`config.mk`:
```
export PLATFORM = sky130hd
export DESIGN_NAME = dbl_ctrl
export DESIGN_NICKNAME = d
export VERILOG_FILES = /design/src/rtl/dbl_burst_decode.v /design/src/rtl/dbl_ctrl.v
export VERILOG_INCLUDE_DIRS = /design/src /design/src/rtl
export SDC_FILE = /design/constraint.sdc
export NUM_CORES = 1
export LEC_CHECK = 0
export ABC_AREA = 1
export BUFFER_PORTS_ARGS = -buffer_cell sky130_fd_sc_hd__buf_2
export CAP_MARGIN = 30
export CORE_MARGIN = 3
export CORE_UTILIZATION = 39
export DETAILED_ROUTE_END_ITERATION = 16
export PLACE_DENSITY_LB_ADDON = 0.08
export SETUP_SLACK_MARGIN = 0.4
export SYNTH_ARGS = -nofsm -noshare
export SYNTH_HDL_FRONTEND = slang
export SYNTH_SLANG_ARGS = --single-unit
```
`constraint.sdc`:
```
create_clock -name mclk -period 1.7 [get_ports mclk]
set_clock_uncertainty 0.1 [all_clocks]
set_input_delay 0.51 -clock mclk [delete_from_list [all_inputs] [get_ports mclk]]
set_output_delay 0.51 -clock mclk [all_outputs]
set_load 0.005 [all_outputs]
```
`src/rtl/dbl_defines.vh`:
```
// Constants for the DMA burst / link-test control register block.
// Assumes inclusion by bare name from design files under rtl/.
`ifndef DBL_DEFINES_VH
`define DBL_DEFINES_VH

// ************************************************************
// Register map (Avalon word addresses, byte address = 4 * index)
// ************************************************************
`define DBL_ADDR_W 4
`define DBL_IDX_CTRL 4'h0
`define DBL_IDX_MODE 4'h1
`define DBL_IDX_BASE 4'h2

// ************************************************************
// Field positions of the control register
// ************************************************************
`define DBL_BIT_UNLOCK 7
`define DBL_BIT_RSVD6 6
`define DBL_BIT_LINK 5
`define DBL_BURST_HI 1
`define DBL_BURST_LO 0
`define DBL_CTRL_RESET 8'h80
`define DBL_CTRL_WMASK 8'hA3

// ************************************************************
// Host I/O offset that steps the base select
// ************************************************************
`define DBL_IO_OFS_W 5
`define DBL_IO_STEP_OFS 5'h12

// ************************************************************
// Interface modes on the mode input
// ************************************************************
`define DBL_MODE_W 2
`define DBL_MODE_PCCARD 2'h0
`define DBL_MODE_ISA_JL 2'h1
`define DBL_MODE_ISA_JP 2'h2
`define DBL_MODE_GP 2'h3

// ************************************************************
// Burst field decode values
// ************************************************************
`define DBL_BURST_CODE_1 2'h0
`define DBL_BURST_CODE_4 2'h1
`define DBL_BURST_CODE_18 2'h2
`define DBL_BURST_CODE_12 2'h3
`define DBL_CNT_W 5
`define DBL_CNT_1 5'h01
`define DBL_CNT_4 5'h04
`define DBL_CNT_18 5'h12
`define DBL_CNT_12 5'h0C

`define DBL_SEL_W 3
`define DBL_SEL_RESET 3'h0

`endif

```
`src/rtl/dbl_burst_decode.v`:
```
// Decoder from the two-bit burst field to a maximum transfer count.
// Assumes a purely combinational context; the caller registers the result.
`timescale 1ns/1ps
`default_nettype none
`include "dbl_defines.vh"

module dbl_burst_decode (
    input wire [1:0] burst_field,
    input wire [`DBL_MODE_W-1:0] if_mode,
    output reg [`DBL_CNT_W-1:0] burst_count
);
    // ************************************************************
    // Field decode
    // ************************************************************
    // Card mode always gets single transfers; the field has no effect there
    always @* begin
        if (if_mode == `DBL_MODE_PCCARD) begin
            burst_count = `DBL_CNT_1;
        end else begin
            case (burst_field)
                `DBL_BURST_CODE_1: burst_count = `DBL_CNT_1;
                `DBL_BURST_CODE_4: burst_count = `DBL_CNT_4;
                `DBL_BURST_CODE_18: burst_count = `DBL_CNT_18;
                `DBL_BURST_CODE_12: burst_count = `DBL_CNT_12;
                default: burst_count = `DBL_CNT_1;
            endcase
        end
    end
endmodule
`default_nettype wire

```
`src/rtl/dbl_ctrl.v`:
```
// DMA burst / link-test / base-unlock control register with Avalon-MM slave.
// Assumes a host I/O decoder that pulses io_rd with its offset, and
// a mode input from the strap logic, both synchronous to mclk.
//
// Register access over Avalon-MM and the address map were chosen for this implementation.
`timescale 1ns/1ps
`default_nettype none
`include "dbl_defines.vh"

module dbl_ctrl (
    input wire mclk,
    input wire srst,
    input wire [`DBL_ADDR_W-1:0] avs_address,
    input wire avs_read,
    input wire avs_write,
    input wire [31:0] avs_writedata,
    input wire [3:0] avs_byteenable,
    output reg [31:0] avs_readdata,
    output wire avs_waitrequest,
    output reg [1:0] avs_response,
    input wire [`DBL_MODE_W-1:0] if_mode,
    input wire io_rd,
    input wire [`DBL_IO_OFS_W-1:0] io_offset,
    output reg [`DBL_SEL_W-1:0] io_base_select,
    output reg link_test_run,
    output reg [`DBL_CNT_W-1:0] dma_burst_count
);
    // ************************************************************
    // Storage
    // ************************************************************
    reg [7:0] dma_burst_link_control_q; // Control register
    reg [7:0] dma_burst_link_control_d; // Its next value
    reg [`DBL_SEL_W-1:0] sel_d; // Next base select
    reg ack_q; // Answer pulse, drops waitrequest
    wire [`DBL_CNT_W-1:0] burst_dec; // Decoded burst count
    wire access; // Read or write pending
    wire wr_fire; // Write takes effect this edge
    wire step_hit; // Qualified stepping read

    // ************************************************************
    // Bus handshake
    // ************************************************************
    // One wait cycle per access gives a registered read path
    assign access = avs_read | avs_write;
    assign avs_waitrequest = access & ~ack_q;
    assign wr_fire = avs_write & ack_q;

    // Ack toggles so back-to-back requests each wait one cycle
    always @(posedge mclk) begin
        if (srst) begin
            ack_q <= 1'b0;
        end else begin
            ack_q <= access & ~ack_q;
        end
    end

    // ************************************************************
    // Control register next value
    // ************************************************************
    // Only byte lane 0 carries data; reserved bits are forced low
    always @* begin
        dma_burst_link_control_d = dma_burst_link_control_q;
        if (wr_fire && avs_address == `DBL_IDX_CTRL && avs_byteenable[0]) begin
            dma_burst_link_control_d = avs_writedata[7:0] & `DBL_CTRL_WMASK;
        end
    end

    always @(posedge mclk) begin
        if (srst) begin
            dma_burst_link_control_q <= `DBL_CTRL_RESET;
        end else begin
            dma_burst_link_control_q <= dma_burst_link_control_d;
        end
    end

    // ************************************************************
    // Base select stepping
    // ************************************************************
    // Wraps through all eight bases; software walks until it finds itself
    assign step_hit = io_rd && io_offset == `DBL_IO_STEP_OFS
        && dma_burst_link_control_q[`DBL_BIT_UNLOCK]
        && if_mode == `DBL_MODE_ISA_JL;

    always @* begin
        sel_d = io_base_select;
        if (step_hit) begin
            sel_d = io_base_select + 3'h1;
        end
    end

    always @(posedge mclk) begin
        if (srst) begin
            io_base_select <= `DBL_SEL_RESET;
        end else begin
            io_base_select <= sel_d;
        end
    end

    // ************************************************************
    // Outputs to transceiver and DMA engine
    // ************************************************************
    dbl_burst_decode u_dec (
        .burst_field(dma_burst_link_control_q[`DBL_BURST_HI:`DBL_BURST_LO]),
        .if_mode(if_mode),
        .burst_count(burst_dec)
    );

    // Registered so downstream sees no decode glitches
    always @(posedge mclk) begin
        if (srst) begin
            link_test_run <= 1'b1;
            dma_burst_count <= `DBL_CNT_1;
        end else begin
            link_test_run <= ~dma_burst_link_control_q[`DBL_BIT_LINK];
            dma_burst_count <= burst_dec;
        end
    end

    // ************************************************************
    // Read path
    // ************************************************************
    // Unmapped addresses read zero with SLVERR response
    always @(posedge mclk) begin
        if (srst) begin
            avs_readdata <= 32'h00000000;
            avs_response <= 2'h0;
        end else if (access & ~ack_q) begin
            avs_response <= 2'h0;
            case (avs_address)
                `DBL_IDX_CTRL: begin
                    avs_readdata <= {24'h000000, dma_burst_link_control_q};
                end
                `DBL_IDX_MODE: begin
                    avs_readdata <= {30'h00000000, if_mode};
                end
                `DBL_IDX_BASE: begin
                    avs_readdata <= {29'h00000000, io_base_select};
                end
                default: begin
                    avs_readdata <= 32'h00000000;
                    avs_response <= 2'h2;
                end
            endcase
        end
    end
endmodule
`default_nettype wire

```
# After elaboration in Yosys (flattened, before gate mapping)

Cells that the tools add are included.

Flip-flop bits (word level): 48
Memory bits (read-only): 0
Memories kept: 0
Output and inout bits: 44
Latch bits: 0
RAM bits: 0

Reduce and logical (&&, ||, !) cells: 10
Multipliers: 0
$lt $le $gt $ge: 0
Shifts and indexed selects: 0
Bitwise operators: 5
Muxes and demuxes: 3
Add/subtract/negate cells: 1
Div/mod/pow operators: 0
Equal/unequal tests: 7

Operators with widths:

| operator                                                         | count |
|---|---|
| 8-bit one-hot mux with 3 select lines                            | 1 |
| 5-bit one-hot mux with 4 select lines                            | 1 |
| 5-bit == test (second input constant)                            | 1 |
| 1-bit logical AND                                                | 5 |
| 2-bit by 1-bit == test with 1-bit output (second input constant) | 2 |
| 2-bit == test (second input constant)                            | 2 |
| 4-bit by 1-bit == test with 1-bit output (second input constant) | 1 |
| 4-bit by 2-bit == test with 1-bit output (second input constant) | 1 |
| 2-bit logical NOT                                                | 2 |
| 4-bit logical NOT                                                | 1 |
| 3-bit by 1-bit adder with 3-bit output (second input constant)   | 1 |
| 3-bit OR reduction                                               | 1 |
| 1-bit bitwise AND                                                | 2 |
| 2-bit 2-to-1 mux                                                 | 1 |
| 1-bit NOT                                                        | 2 |
| 2-bit OR reduction                                               | 1 |
| 1-bit OR                                                         | 1 |

# Logic depth before layout (Yosys ltp)

Word-level depth: 4
Gate-level depth with buffers: 7
Mapped depth without buffers: 7

# Cells and area by module

Synthesis repeated with hierarchy kept, for this count alone.

Cells, all modules: 153
Area total of the unflattened synthesis: 1156.1 µm²

Modules (own cells, without submodules):

| module           | cells an instance | area each (µm²) | times used |
|---|---|---|---|
| dbl_ctrl         | 139               | 1097.3          | 1 |
| dbl_burst_decode | 14                | 58.8            | 1 |

# Worst setup path after synthesis

No wires, ideal clock.

Path type: input to output
From: input avs_write
To: output avs_waitrequest
Stages: 2
Data arrival time: 0.814 ns
Path slack: 0.276 ns
Cells stage by stage: o21bai_4 -> inv_1

Cells in the longest elaborated chain, start to end: 2

Ends and longest elaborated chain:

| item               | RTL line      | text |
|---|---|---|
| start: declaration | dbl_ctrl.v:15 | `input wire avs_write,` |
| 1-bit OR           | dbl_ctrl.v:44 | `assign access = avs_read \| avs_write;` |
| 1-bit bitwise AND  | dbl_ctrl.v:45 | `assign avs_waitrequest = access & ~ack_q;` |
| end: declaration   | dbl_ctrl.v:19 | `output wire avs_waitrequest,` |

No other way between the ends.

# Final worst setup path

From: register ack_q
To: output avs_waitrequest

Cells in the longest elaborated chain, start to end: 2

Ends and longest elaborated chain:

| item                     | RTL line      | text |
|---|---|---|
| start: declaration       | dbl_ctrl.v:34 | `reg ack_q;` |
| start signal: assignment | dbl_ctrl.v:53 | `ack_q <= access & ~ack_q;` |
| 1-bit NOT                | dbl_ctrl.v:45 |  |
| 1-bit bitwise AND        | dbl_ctrl.v:45 |  |

No other way between the ends.

==> key figures <==
Synthesis
  • Sequential-to-total area share from yosys stat: 0.369
  • Number of enable flip-flop cells after synthesis: 0
  • Ys async rst share: 0
  • Mean Syn Cell Area: 7.93 µm²
  • Cell Area, Synth: 1030 µm²
  • YS warnings: 0
  • Ys flop type: dfxtp_1
  • Unique masters post-synth: 26
  • Post-Synthesis Cells: 130
  • Number of synthesized register bits: 19

Timing
  • Final Hold Fails: 0
  • Slew Viols, Final: 0
  • FMAX: 0.637 GHz
  • Period utilisation layout: 0.923
  • Period minus WS final: 1.57 ns
  • Setup_tns: 0 ns
  • Setup violators final: 0
  • RSZ-0062 raised after global routing: yes

Clocking
  • CTS Sinks: 19
  • Clk root buf: clkbuf_4
  • CTS buffer count: 3
  • Clock Tree Buf Depth: 2
  • # hold bufs at CTS: 0
  • Worst-skew pair later-pin latency: 0.30 ns
  • CTS tree: yes
  • Clock Pin Slew Worst Setup and Hold Paths: 0.12 ns
  • Htree depth: 1

Placement
  • Cell Count Post-Placement: 195
  • Detailed Place HPWL: 1.69 mm
  • Placer Congestion: 0.759
  • PortBufs: 36

Worst setup path
  • Critical path class: reg2out
  • CP Data Arrival Time: 0.96 ns
  • Crit Path Max Fanout: 2
  • Setup crit start kind: flop
  • CP required: 1.09 ns
  • Crit end category: output port

Finish
  • Antenna diodes: 0
  • Share of post-route cells with drive strength above 1: 0.387
  • Layout Cells excl Fill: 203
  • Most common cell after layout, fill and taps aside: buf_2
  • Most frequent cells in the layout: buf_2, conb_1, nor2_1, nand2_1, nand3_1
  • Area grow syn2layout: 18.9%
  • Nets: 227

Flow run
  • Max-cap viol count: 0

Pwr
  • Leakage: 0.647 nW
  • VDD IR-drop max: 450 µV
  • Pwr Total: 0.000806 W
  • Pwr dens: 657 nW/µm²

Floorplanning
  • Core Area: 2500 µm²
  • IO Pins: 96
  • Die Width: 57.4 µm
  • Initial Utilization: 0.412
  • Die area: 3300 µm²
  • Die height: 57.4 µm
  • Number of cell rows: 18

Routing
  • Drc violations: 0
  • DR vias/cell: 4.28
  • Via Count: 868
  • Antenna Nets Post-Route: 0
  • WL/cell: 10.2 µm
  • Detailed Routing Iterations Pass 1: 4
  • Number of DRC markers in iteration 0: 21
  • Total wire length: 2.07 mm

GRT
  • GR Overflow Total: 0
  • Vias in the first global route: 741
  • All-layer global routing usage: 0.125
  • Initial antenna violation count: 0
  • First-pass GRT wire length: 3.17 mm
  • Largest net degree at the start of global routing: 12

Min path
  • Hold WC Path Type: in2reg

Run status
  • Status: finished, final reports clean
==> final timing paths <==
path | start | end | slack [ns] | depth (start not counted)
max | ack_q | avs_waitrequest | 0.13 | 3
min | avs_writedata[7] | dma_burst_link_control_q[7] | 0.32 | 3
max reg2reg | io_base_select[0] | io_base_select[2] | 0.51 | 5
min reg2reg | dma_burst_link_control_q[5] | link_test_run | 0.34 | 1
==> final cells by class <==
class,instances,area [µm²]
repair buffers,42,238
clock inverters,1,5.00
fillers,268,1270
well taps,30,37.5
multi-input cells,100,499
flip-flops and latches,19,394
inverters,8,30.0
clock buffers,3,22.5
==> registers in the layout, summed over array words and instances, names as in the netlist <==
register / cells
ack_q: 1
dma_burst_link_control_q: 4
dma_burst_count: 4
io_base_select: 3
link_test_run: 1
avs_readdata: 5
avs_response: 1
==> metal layers <==
layer  GRT usage  routed length [µm]  share of wire  vias to the layer above
li1            -                   -              -                      456
met4      0.0298                  11         0.0053                        0
met2       0.202                 970           0.47                       32
met3      0.0520                 194          0.094                        2
met5           0                   0              0                        -
met1       0.153                 892           0.43                      378
==> timing repair <==
item / CTS / global route
resized for setup: 11 / 2
buffers inserted: 4 / 0
endpoints found under the setup margin: 16 / 16
==> critical path, stage by stage, from the launching register on <==
cell      delay [ns]
dfxtp_2         0.34
o21bai_4        0.17
inv_2           0.07
buf_6           0.09
==> power by group <==
part / internal [W] / switching (W) / total [W]
Sequential: 0.000453 / 0.00000338 / 0.000457
Combinational: 0.0000471 / 0.0000702 / 0.000117
Clock: 0.0000876 / 0.000144 / 0.000232
==> cells in the mapped netlist (2+ instances only) <==
library cell / n / area share
buf_4: 29 / 0.21
dfxtp_1: 19 / 0.37
nor2_1: 17 / 0.062
nand2_1: 14 / 0.051
nand3_1: 12 / 0.058
a21oi_1: 7 / 0.034
inv_1: 7 / 0.025
nor3_1: 3 / 0.015
o21ai_0: 3 / 0.015
nand4_1: 2 / 0.012
nor2_2: 2 / 0.012
==> cells by family (layout without fill, tap and decap cells) <==
group	count (synthesis)	after routing	share of synthesized area
and+or+nand+nor	54	54	0.261
xor gates and xnor gates	1	1	0.00850
adders and majority gates	1	1	0.0121
other	1	28	0.00364
DFF	19	19	0.369
AOI/OAI and AO/OA	16	16	0.101
buffers and inverters	38	54	0.245
==> stage by stage <==
| stage | cell area (µm²) | util | setup WS, ns | hold WS (ns) |
|---|---|---|---|---|
| floorplan | 1130 | - | 0.307 | 0.285 |
| global placement | 1140 | 0.457 | 0.122 | 0.304 |
| detailed placement | 1140 | 0.457 | 0.127 | 0.309 |
| CTS | 1220 | 0.487 | 0.121 | 0.325 |
| global route | 1230 | 0.490 | 0.0843 | 0.326 |
| finish | 1230 | 0.490 | 0.130 | 0.322 |
No activity file was read; power rests on OpenSTA's default activity.
